File: src/rsm_pkg.sv
// Package for the reset and supply monitor controller: register offsets, fields, reset values, timing.
// Assumes a byte-wide special function register port and a 250 MHz system clock.
package rsm_pkg;
   localparam logic [7:0]  POR_STOP_CTRL_ADDR     = 8'h94;
   localparam logic [7:0]  IRQ_FLAG_REG_ADDR      = 8'h95;
   localparam logic [7:0]  SOFT_COMMAND_REG_ADDR  = 8'h97;
   localparam logic [7:0]  LVD_CTRL_ADDR          = 8'hbf;
   localparam logic [7:0]  AUX_CTRL_TWO_ADDR      = 8'hf7;
   localparam logic [7:0]  AUX_CTRL_ONE_ADDR      = 8'hf8;
   localparam logic [15:0] CONFIG_WORD_HIGH_ADDR  = 16'h7fff;
   localparam logic [7:0]  SOFT_RESET_CODE        = 8'h56;
   localparam logic [7:0]  LVD_FLAG_CLEAR_CODE    = 8'h7f;
   localparam logic [7:0]  POR_STOP_KEEP          = 8'h00;
   localparam logic [7:0]  POR_STOP_OFF           = 8'h01;
   localparam logic [7:0]  REG_RESET_VALUE        = 8'h00;
   localparam int          LOW_POWER_SAVE_BIT     = 5;
   localparam int          LV_RESET_DISABLE_BIT   = 3;
   localparam int          LV_DETECT_IRQ_EN_BIT   = 7;
   localparam int          LV_DETECT_FLAG_BIT     = 7;
   localparam int          EXT_PIN_RESET_OFF_BIT  = 6;
   localparam int          LV_RESET_LEVEL_LSB     = 3;
   localparam int          CONFIG_BYTES           = 6;
   localparam int          WARMUP_MS              = 40;
   localparam int          CLK_MHZ                = 250;
   localparam int          WARMUP_CYCLES          = WARMUP_MS * 1000 * CLK_MHZ;
   localparam int          RESET_STRETCH_CYCLES   = 4;

   typedef enum logic [2:0] {RSM_MODE_FAST, RSM_MODE_SLOW, RSM_MODE_IDLE,
                             RSM_MODE_HALT, RSM_MODE_STOP} rsm_mode_type;

   typedef struct packed {
      logic       wr;
      logic       rd;
      logic [7:0] addr;
      logic [7:0] wdata;
   } rsm_sfr_req_type;

   typedef struct packed {
      logic       lvr_en;
      logic [2:0] lvr_level;
      logic       por_en;
      logic       lvd_en;
      logic [3:0] lvd_level;
   } rsm_analog_type;
endpackage

File: src/rsm_ctrl.sv
// Reset and supply monitor controller: reset cause merging, warm-up and config load, LOW_VOLTAGE_RESET/LOW_VOLTAGE_DETECT control.
// Assumes analog comparators, the pin and the watchdog arrive asynchronously; config bytes come from a flash reader.
`timescale 1ns/100ps
// Notes on behaviour
// - Power-on, pin, software, watchdog and low-voltage causes each put the chip in reset.
// - Any reset returns every software register here to its default value; the high config byte reloads only on power-on.
// - Power-on holds reset 40 ms, then loads six config bytes, then releases.
// - A variant turns power-on reset off in Stop or Halt.
// - D variant: stop-control 00h keeps power-on reset in Stop/Halt, 01h disables it; code drops it there if LOW_VOLTAGE_RESET is off or power-save set.
// - Stop-control register is write-only, reads meaningless; only 00h or 01h written.
// - Three-bit config field picks LOW_VOLTAGE_RESET threshold 2.5 to 4.2 volts.
// - Power-save acts in Idle/Halt/Stop: 2.4V POR in Idle, off in Halt/Stop.
// - Four-bit field picks LOW_VOLTAGE_DETECT threshold 2.5V to 4.3V; 1011 and 1100 both 3.8V.
// - Low-voltage detection off in Idle, Halt and Stop.
// - Detect interrupt only when local and global enables are both set.
// - Hardware sets detect flag; writing 7Fh to the flag register clears it.
// - Writing 56h to the command register triggers a software reset.
// - Config high byte bit 6 at 0 enables pin reset, 1 ignores the pin.
module rsm_ctrl #(
   parameter int WARMUP_COUNT = rsm_pkg::WARMUP_CYCLES,
   parameter bit VARIANT_D    = 1'b1
) (
   input  wire logic                     clk_in,
   input  wire logic                     sys_rst_in,
   input  wire rsm_pkg::rsm_sfr_req_type sfr_req_in,
   output logic [7:0]                    sfr_rdata_out,
   input  wire rsm_pkg::rsm_mode_type    mode_in,
   input  wire logic                     por_in,
   input  wire logic                     ext_pin_reset_n_in,
   input  wire logic                     watchdog_reset_in,
   input  wire logic                     lv_reset_cmp_in,
   input  wire logic                     lv_detect_cmp_in,
   input  wire logic                     lv_detect_global_irq_en_in,
   input  wire logic                     cfg_valid_in,
   input  wire logic [7:0]               cfg_byte_in,
   output logic                          cfg_req_out,
   output logic [2:0]                    cfg_index_out,
   output logic                          chip_reset_out,
   output logic                          lv_detect_irq_out,
   output rsm_pkg::rsm_analog_type       analog_out
);
   import rsm_pkg::*;

   typedef enum logic [1:0] {ST_WARMUP, ST_LOAD, ST_RUN} rsm_state_type;

   function automatic logic hit(input rsm_sfr_req_type r, input logic [7:0] a);
      hit = r.wr && (r.addr == a);
   endfunction

   logic [4:0]    sync1_q;
   logic [4:0]    sync2_q;
   rsm_state_type state_q;
   logic [31:0]   warm_cnt_q;
   logic [2:0]    cfg_cnt_q;
   logic [7:0]    config_word_high_q;
   logic [7:0]    aux_ctrl_one_q;
   logic [7:0]    aux_ctrl_two_q;
   logic [7:0]    lvd_ctrl_q;
   logic          por_stop_off_q;
   logic          lv_detect_flag_q;
   logic          soft_reset_q;
   logic [2:0]    stretch_q;
   logic          chip_reset_q;
   logic          cfg_req_q;
   logic          any_cause;
   logic          lowpower;
   logic          stopped;
   logic          por_active;
   logic          pin_rst;
   rsm_analog_type analog_d;

   // Two-stage synchronisers: por, pin, watchdog, lvr comparator, lvd comparator
   always_ff @(posedge clk_in) begin
      if (sys_rst_in) begin
         sync1_q <= 5'h1f;
         sync2_q <= 5'h1f;
      end else begin
         sync1_q <= {por_in, ~ext_pin_reset_n_in, watchdog_reset_in, lv_reset_cmp_in, lv_detect_cmp_in};
         sync2_q <= sync1_q;
      end
   end

   assign lowpower = (mode_in == RSM_MODE_IDLE) || (mode_in == RSM_MODE_HALT) || (mode_in == RSM_MODE_STOP);
   assign stopped  = (mode_in == RSM_MODE_HALT) || (mode_in == RSM_MODE_STOP);
   // Pin must already be seen low two cycles through the synchroniser
   assign pin_rst  = sync2_q[3] && !config_word_high_q[EXT_PIN_RESET_OFF_BIT];

   // Analog enables
   always_comb begin
      analog_d.lvr_level = config_word_high_q[LV_RESET_LEVEL_LSB +: 3];
      analog_d.lvd_level = lvd_ctrl_q[3:0];
      analog_d.lvd_en    = !lowpower;
      por_active = !stopped || (VARIANT_D && !por_stop_off_q);
      if (aux_ctrl_one_q[LV_RESET_DISABLE_BIT]) begin
         analog_d.lvr_en = 1'b0;
         analog_d.por_en = !stopped;
      end else if (lowpower && aux_ctrl_two_q[LOW_POWER_SAVE_BIT]) begin
         analog_d.lvr_en = 1'b0;
         analog_d.por_en = !stopped;
      end else begin
         analog_d.lvr_en = 1'b1;
         analog_d.por_en = por_active;
      end
   end

   // Cause merge; power-on cause also restarts warm-up
   assign any_cause = (sync2_q[4] && analog_d.por_en) || pin_rst || soft_reset_q || sync2_q[2]
                      || (sync2_q[1] && analog_d.lvr_en);

   // Reset output asserts the cycle after a cause, held a few cycles after it goes
   always_ff @(posedge clk_in) begin
      if (sys_rst_in) begin
         stretch_q    <= 3'(RESET_STRETCH_CYCLES);
         chip_reset_q <= 1'b1;
      end else if (any_cause || state_q != ST_RUN) begin
         stretch_q    <= 3'(RESET_STRETCH_CYCLES);
         chip_reset_q <= 1'b1;
      end else if (stretch_q != 3'h0) begin
         stretch_q    <= stretch_q - 3'h1;
         chip_reset_q <= 1'b1;
      end else begin
         chip_reset_q <= 1'b0;
      end
   end

   // Power-on sequence: warm-up then configuration load
   always_ff @(posedge clk_in) begin
      if (sys_rst_in || (sync2_q[4] && analog_d.por_en)) begin
         state_q    <= ST_WARMUP;
         warm_cnt_q <= 32'h0;
         cfg_cnt_q  <= 3'h0;
         cfg_req_q  <= 1'b0;
      end else begin
         case (state_q)
            ST_WARMUP: begin
               if (warm_cnt_q == 32'(WARMUP_COUNT - 1)) begin
                  state_q   <= ST_LOAD;
                  cfg_req_q <= 1'b1;
               end
               warm_cnt_q <= warm_cnt_q + 32'h1;
            end
            ST_LOAD: begin
               if (cfg_valid_in) begin
                  cfg_cnt_q <= cfg_cnt_q + 3'h1;
                  if (cfg_cnt_q == 3'(CONFIG_BYTES - 1)) begin
                     state_q   <= ST_RUN;
                     cfg_req_q <= 1'b0;
                  end
               end
            end
            ST_RUN: state_q <= ST_RUN;
            default: state_q <= ST_WARMUP;
         endcase
      end
   end

   // Last byte fetched is the high config byte at the top of memory
   always_ff @(posedge clk_in) begin
      if (sys_rst_in) begin
         config_word_high_q <= REG_RESET_VALUE;
      end else if (state_q == ST_LOAD && cfg_valid_in && cfg_cnt_q == 3'(CONFIG_BYTES - 1)) begin
         config_word_high_q <= cfg_byte_in;
      end
   end

   // Software registers; any chip reset restores defaults
   always_ff @(posedge clk_in) begin
      if (sys_rst_in || chip_reset_q) begin
         aux_ctrl_one_q <= REG_RESET_VALUE;
         aux_ctrl_two_q <= REG_RESET_VALUE;
         lvd_ctrl_q     <= REG_RESET_VALUE;
         por_stop_off_q <= 1'b0;
      end else begin
         if (hit(sfr_req_in, AUX_CTRL_ONE_ADDR)) begin
            aux_ctrl_one_q <= sfr_req_in.wdata;
         end
         if (hit(sfr_req_in, AUX_CTRL_TWO_ADDR)) begin
            aux_ctrl_two_q <= sfr_req_in.wdata;
         end
         if (hit(sfr_req_in, LVD_CTRL_ADDR)) begin
            lvd_ctrl_q <= {sfr_req_in.wdata[7], 3'h0, sfr_req_in.wdata[3:0]};
         end
         // Other codes are forbidden; they are ignored rather than guessed at
         if (hit(sfr_req_in, POR_STOP_CTRL_ADDR) && sfr_req_in.wdata == POR_STOP_OFF) begin
            por_stop_off_q <= 1'b1;
         end else if (hit(sfr_req_in, POR_STOP_CTRL_ADDR) && sfr_req_in.wdata == POR_STOP_KEEP) begin
            por_stop_off_q <= 1'b0;
         end
      end
   end

   // Software reset pulse and detect flag
   always_ff @(posedge clk_in) begin
      if (sys_rst_in || chip_reset_q) begin
         soft_reset_q     <= 1'b0;
         lv_detect_flag_q <= 1'b0;
      end else begin
         soft_reset_q <= hit(sfr_req_in, SOFT_COMMAND_REG_ADDR) && sfr_req_in.wdata == SOFT_RESET_CODE;
         // Set wins over a simultaneous clear
         if (sync2_q[0] && analog_d.lvd_en) begin
            lv_detect_flag_q <= 1'b1;
         end else if (hit(sfr_req_in, IRQ_FLAG_REG_ADDR) && sfr_req_in.wdata == LVD_FLAG_CLEAR_CODE) begin
            lv_detect_flag_q <= 1'b0;
         end
      end
   end

   // Registered outputs and read data
   always_ff @(posedge clk_in) begin
      if (sys_rst_in) begin
         sfr_rdata_out     <= 8'h00;
         lv_detect_irq_out <= 1'b0;
         analog_out        <= '0;
      end else begin
         lv_detect_irq_out <= lv_detect_flag_q && lvd_ctrl_q[LV_DETECT_IRQ_EN_BIT]
                              && lv_detect_global_irq_en_in;
         analog_out        <= analog_d;
         case (sfr_req_in.addr)
            LVD_CTRL_ADDR:     sfr_rdata_out <= {lvd_ctrl_q[7], sync2_q[0] && analog_d.lvd_en, 2'h0,
                                                 lvd_ctrl_q[3:0]};
            AUX_CTRL_ONE_ADDR: sfr_rdata_out <= aux_ctrl_one_q;
            AUX_CTRL_TWO_ADDR: sfr_rdata_out <= aux_ctrl_two_q;
            IRQ_FLAG_REG_ADDR: sfr_rdata_out <= {lv_detect_flag_q, 7'h00};
            default:           sfr_rdata_out <= 8'h00;
         endcase
      end
   end

   assign chip_reset_out = chip_reset_q;
   // Request level is kept in step with the state register so the reader never sees a stale cycle
   assign cfg_req_out    = cfg_req_q;
   assign cfg_index_out  = cfg_cnt_q;

   property p_soft_reset;
      @(posedge clk_in) disable iff (sys_rst_in)
      (hit(sfr_req_in, SOFT_COMMAND_REG_ADDR) && sfr_req_in.wdata == SOFT_RESET_CODE && !chip_reset_q)
         |-> ##2 chip_reset_out;
   endproperty
   a_soft_reset: assert property (p_soft_reset) else $error("Soft command did not reset");

   property p_irq_gate;
      @(posedge clk_in) disable iff (sys_rst_in)
      lv_detect_irq_out |-> $past(lv_detect_flag_q) && $past(lvd_ctrl_q[LV_DETECT_IRQ_EN_BIT])
                            && $past(lv_detect_global_irq_en_in);
   endproperty
   a_irq_gate: assert property (p_irq_gate) else $error("Detect irq without both enables");

   property p_lvd_off;
      @(posedge clk_in) disable iff (sys_rst_in)
      lowpower |=> !analog_out.lvd_en;
   endproperty
   a_lvd_off: assert property (p_lvd_off) else $error("Detect active in low power");

   property p_run_release;
      @(posedge clk_in) disable iff (sys_rst_in)
      (state_q != ST_RUN) |=> chip_reset_out;
   endproperty
   a_run_release: assert property (p_run_release) else $error("Reset released before load");

   property p_pin;
      @(posedge clk_in) disable iff (sys_rst_in)
      pin_rst |=> chip_reset_out;
   endproperty
   a_pin: assert property (p_pin) else $error("Pin reset missed");

   property p_lvr_disable;
      @(posedge clk_in) disable iff (sys_rst_in)
      aux_ctrl_one_q[LV_RESET_DISABLE_BIT] |=> !analog_out.lvr_en;
   endproperty
   a_lvr_disable: assert property (p_lvr_disable) else $error("LOW_VOLTAGE_RESET still on when disabled");

   property p_flag_clear;
      @(posedge clk_in) disable iff (sys_rst_in)
      (hit(sfr_req_in, IRQ_FLAG_REG_ADDR) && sfr_req_in.wdata == LVD_FLAG_CLEAR_CODE
       && !(sync2_q[0] && analog_d.lvd_en)) |=> !lv_detect_flag_q;
   endproperty
   a_flag_clear: assert property (p_flag_clear) else $error("Detect flag not cleared");

   property p_save_stop;
      @(posedge clk_in) disable iff (sys_rst_in)
      (stopped && aux_ctrl_two_q[LOW_POWER_SAVE_BIT]) |=> !analog_out.por_en && !analog_out.lvr_en;
   endproperty
   a_save_stop: assert property (p_save_stop) else $error("Supervision on in stop with save");
endmodule

File: config.mk
export PLATFORM = sky130hd
export DESIGN_NAME = rsm_ctrl
export DESIGN_NICKNAME = d
export VERILOG_FILES = /design/src/rsm_pkg.sv /design/src/rsm_ctrl.sv
export SDC_FILE = /design/constraint.sdc
export NUM_CORES = 1
export LEC_CHECK = 0
export BUFFER_PORTS_ARGS = -buffer_cell sky130_fd_sc_hd__clkbuf_2
export CORE_AREA = 2 2 141 88
export DETAILED_ROUTE_END_ITERATION = 8
export DIE_AREA = 0 0 143 90
export PLACE_DENSITY = 0.64
export SLEW_MARGIN = 25
export SYNTH_ARGS = -nofsm -noshare
export SYNTH_HDL_FRONTEND = slang
export SYNTH_SLANG_ARGS = --single-unit
File: constraint.sdc
create_clock -name clk_in -period 3.4 [get_ports clk_in]
set_input_delay 0 -clock clk_in [delete_from_list [all_inputs] [get_ports clk_in]]
set_output_delay 0 -clock clk_in [all_outputs]
set_load 0.03 [all_outputs]
# Word level (Yosys, flattened, before mapping)
# Index checks and enable logic that the tools add are counted.
[op_classes]
add_sub_neg = 3
n_eq_ne = 20
muxes = 18
n_bitwise = 1
n_reduce_logical = 44
[op_table]
columns = ["op", "n"]
rows = [
  ["$eq A8 B8 Y1 const B", 6],
  ["$add A32 B1 Y32 const B", 1],
  ["$eq A32 B24 Y1 const B", 1],
  ["$pmux W8 S4", 1],
  ["$logic_and A1 B1 Y1", 19],
  ["$eq A8 B7 Y1 const B", 2],
  ["$mux W1", 12],
  ["$logic_or A1 B1 Y1", 11],
  ["$eq A8 B1 Y1 const B", 1],
  ["$logic_not A8 Y1", 1],
  ["$ne A2 B2 Y1 const B", 4],
  ["$eq A3 B2 Y1 const B", 2],
  ["$eq A3 B3 Y1 const B", 2],
  ["$mux W2", 3],
  ["$pmux W2 S3", 1],
  ["$reduce_bool A2 Y1", 3],
  ["$logic_not A1 Y1", 4],
  ["$reduce_and A4 Y1", 1],
  ["$add A3 B1 Y3 const B", 1],
  ["$reduce_and A3 Y1", 1],
  ["$reduce_bool A3 Y1", 1],
  ["$sub A3 B1 Y3 const B", 1],
  ["$eq A2 B1 Y1 const B", 1],
  ["$eq A2 B2 Y1 const B", 1],
  ["other kinds (5)", 5],
]
[word_totals]
regBits = 102
in_bits = 38
out_inout_bits = 24
wordCells = 108

# Logic depth before layout (Yosys ltp)
[logic_depth]
word_depth = 13
depth_mapped = 8
mapped_depth_nobuf = 6

# Worst setup path after synthesis
# No wires, ideal clock.
[synth_timing]
path_type = "register -> register"
start = "register state_q[1]"
end = "register warm_cnt_q[21]"
arrival_time_ns = 1.840
required_time_ns = 3.330
path_slack_ns = 1.489
path_stages_with_launch = 9
n_path_buf = 2
synth_period_minus_slack_ns = 1.911
cell_sequence = "dfxtp_1 inv_1 ha_1 buf_4 and4_1 buf_2 nand4_1 or4_1 a21oi_1"
[synth_between]
elab_chain_cells = 1
[synth_lines]
columns = ["element", "line_no", "text"]
rows = [
  ["start: declaration", "rsm_ctrl.sv:52", "rsm_state_type state_q;"],
  ["start signal: assignment", "rsm_ctrl.sv:129", "state_q <= ST_WARMUP;"],
  ["start signal: assignment", "rsm_ctrl.sv:137", "state_q <= ST_LOAD;"],
  ["start signal: assignment", "rsm_ctrl.sv:146", "state_q <= ST_RUN;"],
  ["$logic_not A2 Y1", "rsm_ctrl.sv:134", "case (state_q)"],
  ["end signal: assignment", "rsm_ctrl.sv:140", "warm_cnt_q <= warm_cnt_q + 32'h1;"],
  ["end: declaration", "rsm_ctrl.sv:53", "logic [31:0] warm_cnt_q;"],
]
# Every way passes these cells.
# A chain may end at the register's enable or synchronous reset.

# Worst setup path in the final report
[layout_timing]
start = "register state_q[0]"
end = "register warm_cnt_q[20]"
# Same word-level chain as after synthesis.

==> run metrics <==
Max Clk Rate between 400 and 500 MHz; max cap viols 0; P&R area growth vs syn 21.7%; total gr overflow 0; drt drc 0; Pwr Density between 400 and 500 mW/mm²; Hold Fails Final Rpt 0; largest net degree at the start of global routing 36; Synth Flop Type dfxtp_1; Top delay family on crit path simple AND/OR/NAND/NOR gates; CP max FO 10; I/O Buffers 56; Worst-Skew Late Latency 0.35 ns; row cnt 31; Synth area leaders dfxtp_1, mux2i_1, a21oi_1, nor2_1, nand3_1; Routed WL per cell between 15 and 20 µm; crit path DAT about 2.7 ns; worst slew pin tran ~1.0 ns; GPL Wtd Cong ~0.90; status completed; Leak roughly 0.0019 µW; # setup viols final 0; die footprint about 0.013 mm²; slowest stage delay, CP 0.56 ns; sequential area share after synthesis a little under half; Distinct cells, synth 58; fin crit share a little under three quarters; H-tree levels 3; share of post-route cells with drive strength above 1 16.8%; initial antenna violation count 0; Setup TNS 0 ns; RSZ-0062 raised after global routing no; starting density of the core a little under two fifths; Die Ht about 90 µm; kind of launch point of the worst setup path flip-flop; cts bufs inserted 9; vias in the first global route 3557; Crit path required time ~3.7 ns; register bit total from synthesis between 90 and 100; Worst setup EP type flip-flop; Setup Skew ~0.014 ns; worst setup path class reg -> reg; WP buf/inv 1; area leader, netlist dfxtp_1; post-route minimum period roughly 2.4 ns; Total GRT Usage 17.5%; clock slew at reported path FFs roughly 0.08 ns; clock root buffer clkbuf_16; Avg Cell Area, Syn between 9 and 10 µm²; Async SR Flop Fraction 0%; max-slew violations 0; Synth warnings 0; Slowest cell on crit path or4_1; DR iter-0 viols ~360; CTS tree done; via density per instance 5.38; Placement Cell Area between 0.004 and 0.005 mm²; fin nets about 580; wire length of the first global-routing pass between 15000 and 20000 µm; Design Area, Final around 0.0052 mm²; Core Region 0.0117 mm²; max_slew headroom 32.5%; Cells after Synth 467; DRT antenna net count 0; Peak VDD IR 0.272 mV; drt pass-1 iters 5; Die X between 100 and 150 µm; CTS Sinks 99; ANT cells 0; Syn Nets slightly above 500; Clock Path Buffers 2; postcts setup bufs 0; DPL Wire Length between 7000 and 8000 µm; WL final about 11000 µm; count of flip-flops with a built-in enable after synthesis 0; Mapped Area approximately 0.0043 mm²; I/O pin cnt just over 60; crit-path cells inv_1, ha_1, and4_1, nand4_1, or4_1, a21oi_1; vias about 3800; share of Yosys cell area claimed by the top area cell type roughly 46%; Hold Path Class in -> reg
[where the power goes]
group	switching (µW)	internal (µW)
Clock	509	530
Sequential	3.07	1170
Combinational	53.4	42.9
Total	565	1740
[Yosys cell counts, drive strengths merged, types with 2 or more instances]
cell type,n
a211o,2
a21oi,33
a22oi,7
and2,8
and3,8
and3b,2
and4,9
buf,7
clkbuf,13
dfxtp,99
ha,8
inv,14
mux2i,21
nand2,28
nand3,27
nand4,16
nor2,35
nor2b,12
nor3,8
nor4,5
nor4b,6
o211ai,4
o21a,2
o21ai,16
o22ai,2
o2bb2ai,4
o31ai,7
or2,10
or3,13
or4,8
or4b,2
xnor2,5
xor2,9
[cells by family (layout without fill, tap and decap cells)]
logic type	after synthesis	count (layout)	synth area share [%]
compound gates	88	88	13.2
fa+ha+maj	8	8	2.34
mux	21	21	4.91
buf+inv	35	109	3.50
flops	99	99	46.2
xor+xnor	14	14	2.86
simple gates	202	202	26.9
[timing repair]
action / 4_1_cts / 5_1_grt
endpoints found under the setup margin: 0 / 0
hold buffers: 21 / 0
gates resized for setup: 0 / 0
hold endpoints to repair: 27 / 0
[tightest hold or removal path: stages]
cell	delay, ns
clkbuf_2	0.17
nand3_1	0.12
a21oi_1	0.06
[layer usage]
layer	global-route usage [%]	up-vias	share of wire (%)
li1	-	1842	-
met2	24.1	138	41
met1	26.2	1797	51
met5	0	-	0
met3	5.43	19	7.2
met4	4.37	0	1.3
[metrics by stage]
| step | hold slack (ns) | setup slack [ns] | std cells | total power, µW | util, % |
|---|---|---|---|---|---|
| 6_report | 0.0549 | 0.983 | 706 | 2300 | 44.7 |
| 5_1_grt | 0.0459 | 0.739 | 706 | 2380 | 44.7 |
| 4_1_cts | 0.0319 | 0.957 | 706 | 2320 | 44.7 |
| 3_5_place_dp | 0.185 | 0.963 | 669 | 1270 | 40.2 |
| 3_3_place_gp | 0.187 | 1.05 | 669 | 1270 | 40.2 |
| 2_1_floorplan | 0.0700 | 1.49 | 467 | 1230 | - |
[worst paths after layout]
| path | depth (start not counted) | slack (ns) | startpoint | end |
|---|---|---|---|---|
| worst min register to register | 1 | 0.41 | sync1_q[1] | sync2_q[1] |
| worst min-delay path | 3 | 0.05 | sfr_req_in[17] | lvd_ctrl_q[7] |
| worst max register to register | 6 | 0.98 | state_q[0] | warm_cnt_q[20] |
| worst max-delay path | 6 | 0.98 | state_q[0] | warm_cnt_q[20] |
[cell usage in the layout, fill, tap and decap left out, types with 10 or more instances in the layout]
master,n
a21oi_1,33
clkbuf_2,56
dfxtp_1,99
dlygate4sd3_1,21
inv_1,14
mux2i_1,21
nand2_1,28
nand3_1,26
nand4_1,16
nor2_1,35
nor2b_1,12
o21ai_0,15
or2_2,10
or3_1,13
[flip-flops by register name, summed over array words and instances, names as in the netlist, 2 cells and up]
name,cells
stretch_q,3
aux_ctrl_two_q,8
warm_cnt_q,32
analog_out,10
aux_ctrl_one_q,8
cfg_index_out,3
state_q,2
sync2_q,5
lvd_ctrl_q,5
sync1_q,5
config_word_high_q,4
sfr_rdata_out,8
[cell type report]
type	instances	area, µm²
fillers	1114	6460
multi-input cells	333	2160
flip-flops and latches	99	1980
repair buffers	78	498
clock buffers	9	225
well taps	165	206
clock inverters	7	91.3
inverters	15	56.3
No activity file was read; power rests on OpenSTA's default activity.
